File: src/rtl/prc_pkg.sv
`default_nettype none
package prc_pkg;
    // frame bytes
    localparam logic [7:0] PRC_REQ_START    = 8'h01;
    localparam logic [7:0] PRC_REPLY_START  = 8'h81;
    localparam logic [7:0] PRC_END_BYTE     = 8'h03;
    localparam logic [7:0] PRC_CMD_CODE     = 8'h52;
    localparam logic [7:0] PRC_RSP_OK       = 8'h52;
    localparam logic [7:0] PRC_RSP_ERR      = 8'hD2;
    localparam logic [7:0] PRC_LEN_HI       = 8'h00;
    localparam logic [7:0] PRC_LEN_LO_OK    = 8'h02;
    localparam logic [7:0] PRC_LEN_LO_ERR   = 8'h0A;
    localparam logic [7:0] PRC_DETAIL_BYTE  = 8'hFF;
    // value byte: bits 2..0 carry the state, bits 7..3 stay zero
    localparam logic [7:0] PRC_VAL_ENABLED  = 8'h07;
    localparam logic [7:0] PRC_VAL_DISABLED = 8'h00;
    // status codes (arbitrary encodings)
    localparam logic [7:0] PRC_CODE_PACKET   = 8'hC1;
    localparam logic [7:0] PRC_CODE_CHECKSUM = 8'hC2;
    localparam logic [7:0] PRC_CODE_PARAM    = 8'hC3;
    localparam logic [7:0] PRC_CODE_ACCEPT   = 8'hC4;
    // identifiers
    localparam logic [7:0] PRC_ID_INIT      = 8'h01;
    localparam logic [7:0] PRC_ID_LOCKBOOT  = 8'h02;
    localparam logic [7:0] PRC_ID_L2KEY     = 8'h03;
    localparam logic [7:0] PRC_ID_L1KEY     = 8'h04;
    // reply layout
    localparam int         PRC_NUM_FUNCS    = 4;
    localparam int         PRC_ERR_BYTES    = 15;
    localparam logic [3:0] PRC_OK_LEN       = 4'h7;
    localparam logic [3:0] PRC_ERR_LEN      = 4'hF;
    localparam int         PRC_OK_SUM_POS   = 5;
    localparam int         PRC_ERR_SUM_POS  = 13;
    localparam int         PRC_ERR_DET_POS  = 5;
    localparam int         PRC_DETAIL_CNT   = 8;
    localparam logic [15:0] PRC_MAX_BODY    = 16'h0400;

    typedef enum logic [2:0] {
        PRC_WAIT, PRC_GET_LEN_HI, PRC_GET_LEN_LO, PRC_BODY, PRC_SUM, PRC_END, PRC_SEND
    } prc_state_e;

    typedef struct packed {
        logic [7:0] acc;
    } prc_sum_s;

    typedef struct packed {
        logic q;
    } prc_sticky_s;
endpackage
`default_nettype wire

File: src/rtl/prc_param_request.sv
// Behaviour
// host frame: 01h, 00h, 02h, 52h, identifier, checksum, 03h
// bytes before a start byte 01h are dropped
// missing end byte 03h gives packet error, no execution
// checksum mismatch gives checksum error, no execution
// length outside generic format gives packet error
// length not 00h 02h gives packet error
// after any error, back to waiting for a start byte
// identifiers 01h to 04h accepted, others give parameter error
// identifiers 01h-03h allowed after encrypted write, 04h not until reset
// restricted identifier after encrypted write gives acceptance error
// good reply: 81h, 00h, 02h, 52h, value, checksum, 03h
// value 00h when function disabled, 07h when enabled
// value bits 2..0 are 000b or 111b, bits 7..3 zero
// error reply: 81h, 00h, 0Ah, D2h, status, 8 detail bytes, checksum, 03h
// only highest-priority error reported; detail bytes all FFh
// request never changes stored memory
// level-2 key disabled also refuses initialization and return-to-maker
// a disabled function never reads back as enabled
// length, payload and checksum bytes sum to zero modulo 256
`default_nettype none
module prc_param_request
    import prc_pkg::*;
#(
    parameter logic [15:0] MAX_BODY = PRC_MAX_BODY
) (
    input  wire logic                     core_clk,
    input  wire logic                     rst,
    input  wire logic                     ce,
    input  wire logic                     rx_valid,
    input  wire logic [7:0]               rx_data,
    output logic                          rx_ready,
    output logic                          tx_valid,
    output logic [7:0]                    tx_data,
    input  wire logic                     tx_ready,
    input  wire logic [PRC_NUM_FUNCS-1:0] func_disabled,
    input  wire logic                     enc_write_done,
    output logic [PRC_NUM_FUNCS-1:0]      func_disabled_seen,
    output logic                          init_refused,
    output logic                          rma_refused
);
    if (MAX_BODY < 16'h0002) begin : g_chk
        $error("MAX_BODY must allow the two-byte body");
    end

    typedef struct packed {
        prc_state_e                        st;
        logic [15:0]                       len;
        logic [15:0]                       pos;
        logic [7:0]                        cmd;
        logic [7:0]                        param_id;
        logic                              fmt_bad;
        logic [PRC_ERR_BYTES-1:0][7:0]     buf_b;
        logic [3:0]                        tx_len;
        logic [3:0]                        tx_idx;
        logic                              tx_valid;
        logic [7:0]                        tx_data;
        logic                              rx_ready;
        logic                              init_refused;
        logic                              rma_refused;
        logic [PRC_NUM_FUNCS-1:0]          dis;
    } prc_core_s;

    prc_core_s                s_r;
    prc_core_s                s_nxt;
    logic                     rx_take;
    logic                     sum_clr;
    logic                     sum_add;
    logic [7:0]               rx_sum;
    logic [PRC_NUM_FUNCS-1:0] dis_q;
    logic                     enc_written;
    logic                     end_ok;
    logic                     sum_ok;
    logic                     cmd_len_ok;
    logic                     id_ok;
    logic                     id_restricted;
    logic                     respond;
    logic                     is_err;
    logic [7:0]               err_code;
    logic [7:0]               val;
    logic [7:0]               csum;

    assign rx_take = rx_valid && s_r.rx_ready;
    assign sum_clr = rx_take && (s_r.st == PRC_WAIT);
    assign sum_add = rx_take && (s_r.st inside {PRC_GET_LEN_HI, PRC_GET_LEN_LO, PRC_BODY, PRC_SUM});

    prc_sum8 u_rx_sum (
        .core_clk (core_clk),
        .rst      (rst),
        .ce       (ce),
        .clr      (sum_clr),
        .add      (sum_add),
        .din      (rx_data),
        .sum      (rx_sum)
    );

    // disabled state only ever accumulates
    for (genvar g = 0; g < PRC_NUM_FUNCS; g++) begin : g_dis
        prc_sticky u_dis (
            .core_clk (core_clk),
            .rst      (rst),
            .ce       (ce),
            .set      (func_disabled[g]),
            .q        (dis_q[g])
        );
    end

    // cleared only by device reset
    prc_sticky u_enc (
        .core_clk (core_clk),
        .rst      (rst),
        .ce       (ce),
        .set      (enc_write_done),
        .q        (enc_written)
    );

    // frame checks evaluated while the end byte is taken
    always_comb begin
        end_ok        = (rx_data == PRC_END_BYTE);
        sum_ok        = (rx_sum == 8'h00);
        cmd_len_ok    = (s_r.len == {PRC_LEN_HI, PRC_LEN_LO_OK});
        id_ok         = (s_r.param_id >= PRC_ID_INIT) && (s_r.param_id <= PRC_ID_L1KEY);
        id_restricted = (s_r.param_id == PRC_ID_L1KEY) && enc_written;
        respond       = s_r.fmt_bad || (s_r.cmd == PRC_CMD_CODE);
        is_err        = 1'b1;
        err_code      = PRC_CODE_PACKET;
        if (!end_ok) begin
            err_code = PRC_CODE_PACKET;
        end else if (!sum_ok) begin
            err_code = PRC_CODE_CHECKSUM;
        end else if (s_r.fmt_bad) begin
            err_code = PRC_CODE_PACKET;
        end else if (!cmd_len_ok) begin
            err_code = PRC_CODE_PACKET;
        end else if (!id_ok) begin
            err_code = PRC_CODE_PARAM;
        end else if (id_restricted) begin
            err_code = PRC_CODE_ACCEPT;
        end else begin
            is_err = 1'b0;
        end
        val = PRC_VAL_ENABLED;
        if (id_ok && s_r.dis[2'(s_r.param_id - 8'h01)]) begin
            val = PRC_VAL_DISABLED;
        end
        if (is_err) begin
            csum = 8'(8'h00 - PRC_LEN_HI - PRC_LEN_LO_ERR - PRC_RSP_ERR - err_code
                     - 8'(PRC_DETAIL_CNT) * PRC_DETAIL_BYTE);
        end else begin
            csum = 8'(8'h00 - PRC_LEN_HI - PRC_LEN_LO_OK - PRC_RSP_OK - val);
        end
    end

    always_comb begin
        s_nxt              = s_r;
        s_nxt.dis          = dis_q;
        s_nxt.init_refused = dis_q[0] || dis_q[2];
        s_nxt.rma_refused  = dis_q[2];
        case (s_r.st)
            PRC_WAIT: begin
                if (rx_take && rx_data == PRC_REQ_START) begin
                    s_nxt.st       = PRC_GET_LEN_HI;
                    s_nxt.cmd      = 8'h00;
                    s_nxt.param_id = 8'h00;
                    s_nxt.fmt_bad = 1'b0;
                    s_nxt.pos     = 16'h0000;
                end
            end
            PRC_GET_LEN_HI: begin
                if (rx_take) begin
                    s_nxt.len[15:8] = rx_data;
                    s_nxt.st        = PRC_GET_LEN_LO;
                end
            end
            PRC_GET_LEN_LO: begin
                if (rx_take) begin
                    s_nxt.len[7:0] = rx_data;
                    if ({s_r.len[15:8], rx_data} == 16'h0000 ||
                        {s_r.len[15:8], rx_data} > MAX_BODY) begin
                        s_nxt.fmt_bad = 1'b1;
                        s_nxt.st      = PRC_SUM;
                    end else begin
                        s_nxt.st = PRC_BODY;
                    end
                end
            end
            PRC_BODY: begin
                if (rx_take) begin
                    if (s_r.pos == 16'h0000) begin
                        s_nxt.cmd = rx_data;
                    end
                    if (s_r.pos == 16'h0001) begin
                        s_nxt.param_id = rx_data;
                    end
                    s_nxt.pos = 16'(s_r.pos + 16'h0001);
                    if (s_r.pos == 16'(s_r.len - 16'h0001)) begin
                        s_nxt.st = PRC_SUM;
                    end
                end
            end
            PRC_SUM: begin
                if (rx_take) begin
                    s_nxt.st = PRC_END;
                end
            end
            PRC_END: begin
                if (rx_take) begin
                    if (!respond) begin
                        s_nxt.st = PRC_WAIT;
                    end else begin
                        s_nxt.st       = PRC_SEND;
                        s_nxt.rx_ready = 1'b0;
                        s_nxt.tx_idx   = 4'h0;
                        s_nxt.tx_valid = 1'b1;
                        s_nxt.tx_data  = PRC_REPLY_START;
                        s_nxt.buf_b    = '1;
                        s_nxt.buf_b[0] = PRC_REPLY_START;
                        s_nxt.buf_b[1] = PRC_LEN_HI;
                        if (is_err) begin
                            s_nxt.tx_len   = PRC_ERR_LEN;
                            s_nxt.buf_b[2] = PRC_LEN_LO_ERR;
                            s_nxt.buf_b[3] = PRC_RSP_ERR;
                            s_nxt.buf_b[4] = err_code;
                            for (int i = 0; i < PRC_DETAIL_CNT; i++) begin
                                s_nxt.buf_b[PRC_ERR_DET_POS + i] = PRC_DETAIL_BYTE;
                            end
                            s_nxt.buf_b[PRC_ERR_SUM_POS]     = csum;
                            s_nxt.buf_b[PRC_ERR_SUM_POS + 1] = PRC_END_BYTE;
                        end else begin
                            s_nxt.tx_len   = PRC_OK_LEN;
                            s_nxt.buf_b[2] = PRC_LEN_LO_OK;
                            s_nxt.buf_b[3] = PRC_RSP_OK;
                            s_nxt.buf_b[4] = val;
                            s_nxt.buf_b[PRC_OK_SUM_POS]     = csum;
                            s_nxt.buf_b[PRC_OK_SUM_POS + 1] = PRC_END_BYTE;
                        end
                    end
                end
            end
            PRC_SEND: begin
                if (s_r.tx_valid && tx_ready) begin
                    if (s_r.tx_idx == 4'(s_r.tx_len - 4'h1)) begin
                        s_nxt.tx_valid = 1'b0;
                        s_nxt.rx_ready = 1'b1;
                        s_nxt.st       = PRC_WAIT;
                    end else begin
                        s_nxt.tx_idx  = 4'(s_r.tx_idx + 4'h1);
                        s_nxt.tx_data = s_r.buf_b[4'(s_r.tx_idx + 4'h1)];
                    end
                end
            end
            default: begin
                s_nxt.st       = PRC_WAIT;
                s_nxt.tx_valid = 1'b0;
                s_nxt.rx_ready = 1'b1;
            end
        endcase
    end

    // no write path to storage exists in this block
    always_ff @(posedge core_clk or posedge rst) begin
        if (rst) begin
            s_r          <= '0;
            s_r.st       <= PRC_WAIT;
            s_r.rx_ready <= 1'b1;
        end else if (ce) begin
            s_r <= s_nxt;
        end
    end

    assign rx_ready           = s_r.rx_ready;
    assign tx_valid           = s_r.tx_valid;
    assign tx_data            = s_r.tx_data;
    assign func_disabled_seen = s_r.dis;
    assign init_refused       = s_r.init_refused;
    assign rma_refused        = s_r.rma_refused;

    // checks
    logic take_end;
    assign take_end = ce && rx_take && (s_r.st == PRC_END) && respond;

    a_start_discard: assert property (@(posedge core_clk) disable iff (rst)
        (ce && s_r.st == PRC_WAIT && rx_valid && rx_data != PRC_REQ_START) |=> s_r.st == PRC_WAIT)
        else $error("non-start byte left the wait state");
    a_end_missing: assert property (@(posedge core_clk) disable iff (rst)
        (take_end && rx_data != PRC_END_BYTE) |=> s_r.buf_b[4] == PRC_CODE_PACKET
        && s_r.buf_b[3] == PRC_RSP_ERR)
        else $error("missing end byte not reported as packet error");
    a_sum_error: assert property (@(posedge core_clk) disable iff (rst)
        (take_end && end_ok && rx_sum != 8'h00) |=> s_r.buf_b[4] == PRC_CODE_CHECKSUM)
        else $error("checksum error not reported");
    a_cmd_len: assert property (@(posedge core_clk) disable iff (rst)
        (take_end && end_ok && sum_ok && !s_r.fmt_bad && !cmd_len_ok)
        |=> s_r.buf_b[4] == PRC_CODE_PACKET)
        else $error("command length error not reported");
    a_bad_id: assert property (@(posedge core_clk) disable iff (rst)
        (take_end && end_ok && sum_ok && cmd_len_ok && !id_ok) |=> s_r.buf_b[4] == PRC_CODE_PARAM)
        else $error("unsupported identifier not reported");
    a_post_write: assert property (@(posedge core_clk) disable iff (rst)
        (take_end && end_ok && sum_ok && cmd_len_ok && s_r.param_id == PRC_ID_L1KEY
        && enc_written) |=> s_r.buf_b[4] == PRC_CODE_ACCEPT)
        else $error("restricted identifier after encrypted write accepted");
    a_value_byte: assert property (@(posedge core_clk) disable iff (rst)
        (take_end && !is_err) |=> s_r.tx_len == PRC_OK_LEN
        && (s_r.buf_b[4] == PRC_VAL_ENABLED || s_r.buf_b[4] == PRC_VAL_DISABLED))
        else $error("value byte malformed");
    a_reply_start: assert property (@(posedge core_clk) disable iff (rst)
        $rose(tx_valid) |-> tx_data == PRC_REPLY_START ##0 !rx_ready)
        else $error("reply does not open with start byte");
    a_tx_hold: assert property (@(posedge core_clk) disable iff (rst)
        (tx_valid && !tx_ready) |=> tx_valid && $stable(tx_data))
        else $error("reply byte dropped under back-pressure");
    a_refuse_init: assert property (@(posedge core_clk) disable iff (rst)
        (ce && dis_q[2]) |=> init_refused && rma_refused)
        else $error("level-2 disable did not refuse init");
    a_error_back: assert property (@(posedge core_clk) disable iff (rst)
        (ce && s_r.st == PRC_SEND && tx_valid && tx_ready && s_r.tx_idx == 4'(s_r.tx_len - 4'h1))
        |=> s_r.st == PRC_WAIT && rx_ready && !tx_valid)
        else $error("did not return to waiting after reply");
    a_silent_drop: assert property (@(posedge core_clk) disable iff (rst)
        (ce && rx_take && s_r.st == PRC_END && !respond) |=> s_r.st == PRC_WAIT && !tx_valid)
        else $error("dropped frame produced a reply");
    a_fmt_len: assert property (@(posedge core_clk) disable iff (rst)
        (take_end && end_ok && sum_ok && s_r.fmt_bad) |=> s_r.buf_b[4] == PRC_CODE_PACKET)
        else $error("format length error not reported");
    a_value_bits: assert property (@(posedge core_clk) disable iff (rst)
        (take_end && !is_err) |=> s_r.buf_b[4][7:3] == 5'h00)
        else $error("value byte upper bits not zero");
    a_err_detail: assert property (@(posedge core_clk) disable iff (rst)
        (take_end && is_err) |=> s_r.tx_len == PRC_ERR_LEN
        && s_r.buf_b[PRC_ERR_SUM_POS-1:PRC_ERR_DET_POS] == '1)
        else $error("error detail bytes not all ones");
    a_freeze: assert property (@(posedge core_clk) disable iff (rst)
        !ce |=> $stable(s_r))
        else $error("state moved while clock enable low");

    c_ok_reply: cover property (@(posedge core_clk) disable iff (rst) take_end && !is_err);
    c_err_reply: cover property (@(posedge core_clk) disable iff (rst) take_end && is_err);
    c_restricted: cover property (@(posedge core_clk) disable iff (rst)
        take_end && err_code == PRC_CODE_ACCEPT);
    c_fmt_error: cover property (@(posedge core_clk) disable iff (rst) take_end && s_r.fmt_bad);
    c_disabled_read: cover property (@(posedge core_clk) disable iff (rst)
        take_end && !is_err && val == PRC_VAL_DISABLED);
endmodule
`default_nettype wire

File: src/rtl/prc_sum8.sv
`default_nettype none
module prc_sum8
    import prc_pkg::*;
(
    input  wire logic       core_clk,
    input  wire logic       rst,
    input  wire logic       ce,
    input  wire logic       clr,
    input  wire logic       add,
    input  wire logic [7:0] din,
    output logic      [7:0] sum
);
    prc_sum_s s_r;
    prc_sum_s s_nxt;

    // modulo-256 running sum
    always_comb begin
        s_nxt = s_r;
        if (clr) begin
            s_nxt.acc = 8'h00;
        end else if (add) begin
            s_nxt.acc = 8'(s_r.acc + din);
        end
    end

    always_ff @(posedge core_clk or posedge rst) begin
        if (rst) begin
            s_r <= '0;
        end else if (ce) begin
            s_r <= s_nxt;
        end
    end

    assign sum = s_r.acc;
endmodule
`default_nettype wire

File: src/rtl/prc_sticky.sv
`default_nettype none
module prc_sticky
    import prc_pkg::*;
(
    input  wire logic core_clk,
    input  wire logic rst,
    input  wire logic ce,
    input  wire logic set,
    output logic      q
);
    prc_sticky_s s_r;
    prc_sticky_s s_nxt;

    // once set, only a reset clears it
    always_comb begin
        s_nxt = s_r;
        if (set) begin
            s_nxt.q = 1'b1;
        end
    end

    always_ff @(posedge core_clk or posedge rst) begin
        if (rst) begin
            s_r <= '0;
        end else if (ce) begin
            s_r <= s_nxt;
        end
    end

    assign q = s_r.q;
endmodule
`default_nettype wire

File: config.mk
export PLATFORM = sky130hd
export DESIGN_NAME = prc_param_request
export DESIGN_NICKNAME = d
export VERILOG_FILES = /design/src/rtl/prc_pkg.sv /design/src/rtl/prc_param_request.sv /design/src/rtl/prc_sum8.sv /design/src/rtl/prc_sticky.sv
export SDC_FILE = /design/constraint.sdc
export NUM_CORES = 1
export LEC_CHECK = 0
export BUFFER_PORTS_ARGS = -buffer_cell sky130_fd_sc_hd__buf_2
export CORE_UTILIZATION = 40
export DETAILED_ROUTE_END_ITERATION = 10
export PLACE_DENSITY = 0.64
export SLEW_MARGIN = 20
export SYNTH_ARGS = -nofsm -noshare
export SYNTH_HDL_FRONTEND = slang
export SYNTH_HIERARCHICAL = 1
export SYNTH_SLANG_ARGS = --single-unit
File: constraint.sdc
create_clock -name core_clk -period 3 [get_ports core_clk]
set_input_delay 0.3 -clock core_clk [delete_from_list [all_inputs] [get_ports core_clk]]
set_output_delay 0.3 -clock core_clk [all_outputs]
set_load 0.1 [all_outputs]
==> key figures, run 1 <==
Timing
  – Setup TNS: 0 ns
  – Max Slew Vio Count: 0
  – Fin Hold WS: about 0.14 ns
  – Relative slew margins: 48.7%
  – Max Clk Rate: approximately 360 MHz
  – Post-layout min period: 2.78 ns
  – Post-route clock period utilization: between 90 and 100%
  – Worst Tran Pin Value: approximately 0.77 ns
  – RSZ-0062 raised after global routing: no
  – Final setup viols: 0
  – Setup WS post-layout: 0.222 ns
  – Final Hold Viols: 0
  – Final setup skew: between 0.01 and 0.015 ns

Final layout
  – Fin util: a little under half
  – Share of cells above drive strength 1: 19.1%
  – Diodes inserted: 0
  – Nets: around 700
  – Final std cells w/o fill: between 800 and 900
  – Layout Area Growth over Synthesis: 10.2%

Worst setup path
  – CP Launch Type: flop
  – Worst Path Arrival: around 3.0 ns
  – Worst setup path class: reg2reg
  – Critical Path Fanout Max: 8
  – Worst path required time: between 3 and 4 ns
  – Critical Path End Type: flop

Hold path
  – HP Class: in2reg

Floorplan
  – Rows: 44
  – Core box area: between 0.01 and 0.015 mm2
  – Total die area: 0.0158 mm2
  – # IOs: 34
  – Initial Util: 41.6%
  – Die H: ~130 um
  – Die width: about 130 um

Clocking
  – CTS Buf Count: 9
  – Clock root buffer: clkbuf_16
  – Max H-tree Level: 3
  – Clock buffer depth: 2
  – Post-CTS resize count: 0
  – # clock sinks: 98
  – Clk_lat worst skew: 0.36 ns
  – CTS tree: done
  – Post-CTS setup buffers: 0
  – Hold-fix buffers, CTS: 1
  – CTS clk-pin slew, worst paths: about 0.07 ns

Run
  – Max-cap violation count: 0

Detailed routing
  – Initial DRC Count: about 280
  – Post-DRT Antenna Nets: 0
  – DR vias: 4935
  – Drt first pass iters: 5
  – DRC viols: 0
  – Via-to-Cell Ratio: just under 6
  – Routed len/inst: ~17 um
  – WL final: around 15000 um

Outcome
  – Status: finished, final reports clean

Synth
  – Leading area contributor after synthesis: dfrtp_1
  – Syn_nets: about 680
  – FFs w/ async S/R, synth: 100%
  – EDFF count, synth: 0
  – Synth unique cells: between 70 and 80
  – Share of the synthesized area in the top cell type: 39.5%
  – Synth Warn #: 6
  – Sequential share of the synthesized area: about two fifths
  – Synth top area cells: dfrtp_1, mux2_2, xnor2_1, ha_1, nand2_1
  – Netlist Area Pre-Place: 0.00614 mm2
  – Most numerous cell in the Yosys netlist: dfrtp_1
  – Synthesized area per cell: about 9.5 um2
  – Synth Flop Type: dfrtp_1
  – Synthesized flop and latch total: roughly 100
  – Post-Syn Instances: approximately 650
  – Commonest cells post-synth: dfrtp_1, nand2_1, nor2_1

Power
  – Maximum VDD drop: between 0.2 and 0.25 mV
  – Leak pwr: roughly 0.0030 uW
  – Power per cell area: about 380 mW/mm2

Placement
  – DP Cell Count: about 840
  – IO Port Bufs: 33
  – Final HPWL DP: approximately 10000 um
  – Worst slack, placed: approximately 0.23 ns
  – GPL Wtd Cong: approximately 0.85

Global route
  – Grt total ovfl: 0
  – Vias in the first global route: 4834
  – Largest net degree at the start of global routing: 86
  – Total global-route track usage: around a fifth
  – Initial antenna violation count: 0
  – First-pass GRT wire length: roughly 25000 um
registers in the layout (all words and copies together), names as in the netlist:
register	flops
s_r	70
tx_data	8
u_rx_sum/sum	8
func_disabled_seen	4
g_dis.u_dis/q	4
init_refused	1
rx_ready	1
tx_valid	1
u_enc/q	1
worst max-delay path: stages (launching register included):
cell	delay, ns
dfrtp_1	0.43
inv_1	0.11
ha_1	0.18
or3b_1	0.52
or4_4	0.55
o21ai_1	0.19
a221oi_2	0.11
a2111oi_4	0.41
a31oi_1	0.14
cells by family (layout without fill, tap and decap cells):
group                    count (synthesis)  count (layout)  synth area share (%)
AND/OR/NAND/NOR                        220             220                  19.4
AO/OA/AOI/OAI                          148             148                  16.8
adder cells (fa/ha/maj)                 20              20                  4.20
multiplexers                            48              48                  8.84
XOR/XNOR                                36              36                  5.36
flip-flops                              98              98                  40.0
buffers and inverters                   75              99                  5.46
layer usage:
metal	part of all wire [%]	vias up	global-route usage, %	wire length [um]
met5	0	-	0	0
li1	-	2368	-	-
met1	47	2428	26.8	6840
met2	47	119	30.8	6790
met4	2.2	0	7.94	315
met3	4.5	20	3.57	650
area by class of cell:
type                       count  area [um2]
fill                        1425        7990
multi-input combinational    472        3350
sequential                    98        2450
timing repair buffer          48         293
clock buffer                  11         243
tap                          184         230
inverter                      35         133
clock inverter                 5        61.3
cells in the final DEF, fill, tap and decap left out, types with 15 or more instances in the layout:
master,n
dfrtp_1,97
nand2_1,51
nor2_1,45
mux2_2,40
inv_1,34
o21ai_0,34
buf_2,33
xnor2_1,28
a21oi_1,27
ha_1,19
nor4_1,17
nand3_1,15
nor3_1,15
final timing paths:
kind / end / startpoint / slack [ns] / cells past startpoint
max: s_r[193]$_DFFE_PP0P_ / s_r[177]$_DFFE_PP0P_ / 0.22 / 8
min: g_dis[0].u_dis/q$_DFFE_PP0P_ / func_disabled[0] / 0.14 / 2
max reg2reg: s_r[193]$_DFFE_PP0P_ / s_r[177]$_DFFE_PP0P_ / 0.22 / 8
min reg2reg: u_enc/q$_DFFE_PP0P_ / u_enc/q$_DFFE_PP0P_ / 0.46 / 1
max in group asynchronous: rx_ready$_DFFE_PP1P_ / rst / 1.96 / 4
min in group asynchronous: g_dis[3].u_dis/q$_DFFE_PP0P_ / rst / 0.40 / 3
report_power, final:
group | switching (uW) | total [uW] | internal [uW]
logic | 59.5 | 81.8 | 22.3
registers | 0.000265 | 1320 | 1320
clock network | 521 | 1190 | 674
metrics by stage:
stage,area [um2],total power [uW]
after detailed placement,6450,1430
after global placement,6450,1430
after floorplan,6140,1390
after CTS,6760,2640
after global routing,6770,2690
final,6770,2600
Note: power is estimated with default switching activity, not from simulation.
==> inputs of run 2 (changes only) <==
--- a/config.mk
+++ b/config.mk
@@ -5,7 +5,8 @@
 export SDC_FILE = /design/constraint.sdc
 export NUM_CORES = 1
 export LEC_CHECK = 0
-export BUFFER_PORTS_ARGS = -buffer_cell sky130_fd_sc_hd__buf_2
+export ABC_AREA = 1
+export BUFFER_PORTS_ARGS = -buffer_cell sky130_fd_sc_hd__buf_4
 export CORE_UTILIZATION = 40
 export DETAILED_ROUTE_END_ITERATION = 10
 export PLACE_DENSITY = 0.64
==> run 2 against run 1 <==
Clock skew decreased by 0.0017 ns. Flip-flop and latch count unchanged. Count of clock-buffer cells in the layout decreased by 1. Synthesized area increased by 4.2%. Total power increased by 6.7%. Final cell count increased by 29%. Synthesized cell count increased by 34%. Critical path type unchanged.
==> key figures, run 2 <==
Detailed routing
  – DR vias: 5527 (+12%)
  – Drt first pass iters: 5 (unchanged)
  – Post-DRT Antenna Nets: 0 (unchanged)
  – Routed len/inst: 13.8 um (-19%)
  – Initial DRC Count: 407 (+44%)
  – WL final: 15200 um (+3.9%)
  – DRC viols: 0 (unchanged)
  – Via-to-Cell Ratio: 5.02 (-13%)

Synth
  – Synth top area cells: dfrtp_1, nand2_1, inv_1, nand3_1, o21ai_0
  – EDFF count, synth: 0 (unchanged)
  – Synthesized flop and latch total: 98 (unchanged)
  – Post-Syn Instances: 864 (+34%)
  – Commonest cells post-synth: nand2_1, inv_1, dfrtp_1
  – Netlist Area Pre-Place: 0.00639 mm2 (+4.2%)
  – Sequential share of the synthesized area: 38.4% (-1.6 points)
  – FFs w/ async S/R, synth: 100% (unchanged)
  – Synth unique cells: 51 (-35%)
  – Synthesized area per cell: 7.40 um2 (-22%)
  – Synth Warn #: 6 (unchanged)
  – Syn_nets: 902 (+32%)
  – Synth Flop Type: dfrtp_1
  – Share of the synthesized area in the top cell type: 38.0% (-1.6 points)
  – Most numerous cell in the Yosys netlist: nand2_1
  – Leading area contributor after synthesis: dfrtp_1

Final layout
  – Layout Area Growth over Synthesis: 10.8%
  – Diodes inserted: 0 (unchanged)
  – Commonest non-fill, non-tap cell in the layout: nand2_1
  – Largest register FFs: 70 (unchanged)
  – Fill count: 1577 (+11%)
  – Share of cells above drive strength 1: 13.9% (-5.2 points)
  – Nets: 922 (+31%)
  – Finished Cell Area: 0.00708 mm2 (+4.7%)
  – Largest register by flop count: s_r
  – Commonest non-fill, non-tap cells in the layout: nand2_1, inv_1, dfrtp_1

Global route
  – First-pass GRT wire length: 25500 um (+2.8%)
  – Largest net degree at the start of global routing: 61 (-29%)
  – Grt total ovfl: 0 (unchanged)
  – Total global-route track usage: 19.7% (+0.059 points)
  – Vias in the first global route: 5132 (+6.2%)
  – Initial antenna violation count: 0 (unchanged)

Worst setup path
  – Slowest CP cell: dfrtp_1
  – CP Launch Type: flop
  – Worst path required time: 3.25 ns (+0.03 ns)
  – Critical Path Fanout Max: 16 (+8)
  – CP most frequent cell: nand2_1
  – Worst setup path class: reg2reg
  – Worst Path Arrival: 2.63 ns (-0.37 ns)
  – Slowest stage delay, CP: 0.64 ns (+0.09 ns)
  – CP Cell Sequence: clkinv_1 > ha_1 > nor3_1 > nand2_1 > nand2_1 > nand2_1 > nor2_1 > nand2_2 > nand2_1 > nand2_1
  – Critical Path End Type: flop

Clocking
  – Post-CTS setup buffers: 0 (unchanged)
  – Post-CTS resize count: 0 (unchanged)
  – CTS tree: done
  – Max H-tree Level: 3 (unchanged)
  – Clock buffer depth: 2 (unchanged)
  – Hold-fix buffers, CTS: 1 (unchanged)
  – Clk_lat worst skew: 0.36 ns (about the same)
  – # clock sinks: 98 (unchanged)
  – CTS Buf Count: 9 (unchanged)
  – Clock root buffer: clkbuf_16
  – CTS clk-pin slew, worst paths: 0.07 ns (about the same)

Floorplan
  – Total die area: 0.0165 mm2 (+4.1%)
  – # IOs: 34 (unchanged)
  – Die width: 128 um (+2.0%)
  – Core box area: 0.0154 mm2 (+4.6%)
  – Die H: 128 um (+2.0%)
  – Rows: 45 (+2.3%)
  – Initial Util: 41.5% (-0.16 points)

Timing
  – Worst Tran Pin Value: 0.722 ns (-0.0468 ns)
  – Relative slew margins: 51.8% (+3.1 points)
  – Setup TNS: 0 ns (unchanged)
  – Max Clk Rate: 420 MHz (+17%)
  – RSZ-0062 raised after global routing: no
  – Post-layout min period: 2.38 ns (-0.398 ns)
  – Final setup viols: 0 (unchanged)
  – Setup WS post-layout: 0.620 ns (+0.398 ns)
  – Final setup skew: 0.00840 ns (-0.00167 ns)
  – Final Hold Viols: 0 (unchanged)
  – Post-route clock period utilization: 79.3% (-13 points)
  – Max Slew Vio Count: 0 (unchanged)

Placement
  – Final HPWL DP: 11500 um (+9.6%)
  – Post-DP Area: 0.00675 mm2 (+4.7%)
  – Worst slack, placed: 0.674 ns (+0.443 ns)
  – IO Port Bufs: 33 (unchanged)
  – GPL Wtd Cong: 0.912 (+6.9%)

Power
  – Maximum VDD drop: 0.405 mV (+65%)
  – Power per cell area: 391 mW/mm2 (+2.0%)
  – Tot Pwr: 2770 uW (+6.7%)
  – Leak pwr: 0.00363 uW (+21%)

Hold path
  – HP Class: in2reg

Run
  – Max-cap violation count: 0 (unchanged)

Outcome
  – Status: finished, final reports clean
run 2: changes by cell type after synthesis, moves of 14 or more:
cell	change
nor2_1	+23
mux2_2	-40
nand2_2	+16
clkbuf_1	-14
xnor2_1	-22
nand3_1	+47
nand2_1	+196
o21ai_0	+18
o21ai_2	+16
inv_1	+63
run 2: metal layers:
metal	track usage (%)	routed length (um)
met5	0	0
met2	31.0	6730
met3	2.58	713
met4	7.13	241
met1	27.8	7470
run 2: worst paths after layout:
path | cells past startpoint | end | slack (ns) | start
setup / recovery | 10 | s_r[193]$_DFFE_PP0P_ | 0.62 | s_r[16]$_DFFE_PP0P_
hold / removal | 3 | g_dis[0].u_dis/q$_DFFE_PP0P_ | 0.13 | func_disabled[0]
setup reg to reg | 10 | s_r[193]$_DFFE_PP0P_ | 0.62 | s_r[16]$_DFFE_PP0P_
hold reg to reg | 2 | s_r[66]$_DFFE_PP0P_ | 0.46 | s_r[66]$_DFFE_PP0P_
max in group asynchronous | 4 | s_r[173]$_DFFE_PP0P_ | 1.65 | rst
min in group asynchronous | 3 | g_dis[1].u_dis/q$_DFFE_PP0P_ | 0.38 | rst
run 2: final cells by class:
type,count,area (um2),area share [%]
multi-input cells,628,3350,47.3
clock inverters,6,78.8,1.11
well taps,211,264,3.73
repair buffers,37,280,3.96
clock buffers,10,239,3.37
inverters,110,420,5.94
flip-flops and latches,98,2450,34.6
run 2: cell families (layout without fill, tap and decap cells):
kind of cell	after synthesis	count (layout)	synth area share, %
adders and majority gates	20	20	4.03
and+or+nand+nor	460	460	33.0
AOI/OAI and AO/OA	125	125	12.1
buffers and inverters	138	163	9.29
DFF	98	98	38.4
xor gates and xnor gates	23	23	3.15
run 2: per-stage QoR:
| step | hold slack (ns) | std cells | util, % |
|---|---|---|---|
| 5_1_grt | 0.132 | 1100 | 45.9 |
| 4_1_cts | 0.120 | 1100 | 45.9 |
| 2_1_floorplan | 0.0287 | 864 | - |
| 6_report | 0.128 | 1100 | 45.9 |
| 3_3_place_gp | 0.195 | 1083 | 43.8 |
| 3_5_place_dp | 0.195 | 1083 | 43.8 |
run 2: critical path: cells and delay by family (launching register included):
| family | cells | cell delay, ns |
|---|---|---|
| flip-flops | 1 | 0.64 |
| adder cells (fa/ha/maj) | 1 | 0.38 |
| buffers and inverters | 1 | 0.33 |
| AND/OR/NAND/NOR | 8 | 0.91 |
run 2: power by group:
part	switching, uW	internal, uW	leakage (uW)
clock	560	689	0.000158
sequential	18.7	1330	0.00125
combinational	121	52.3	0.00222
total	700	2070	0.00363
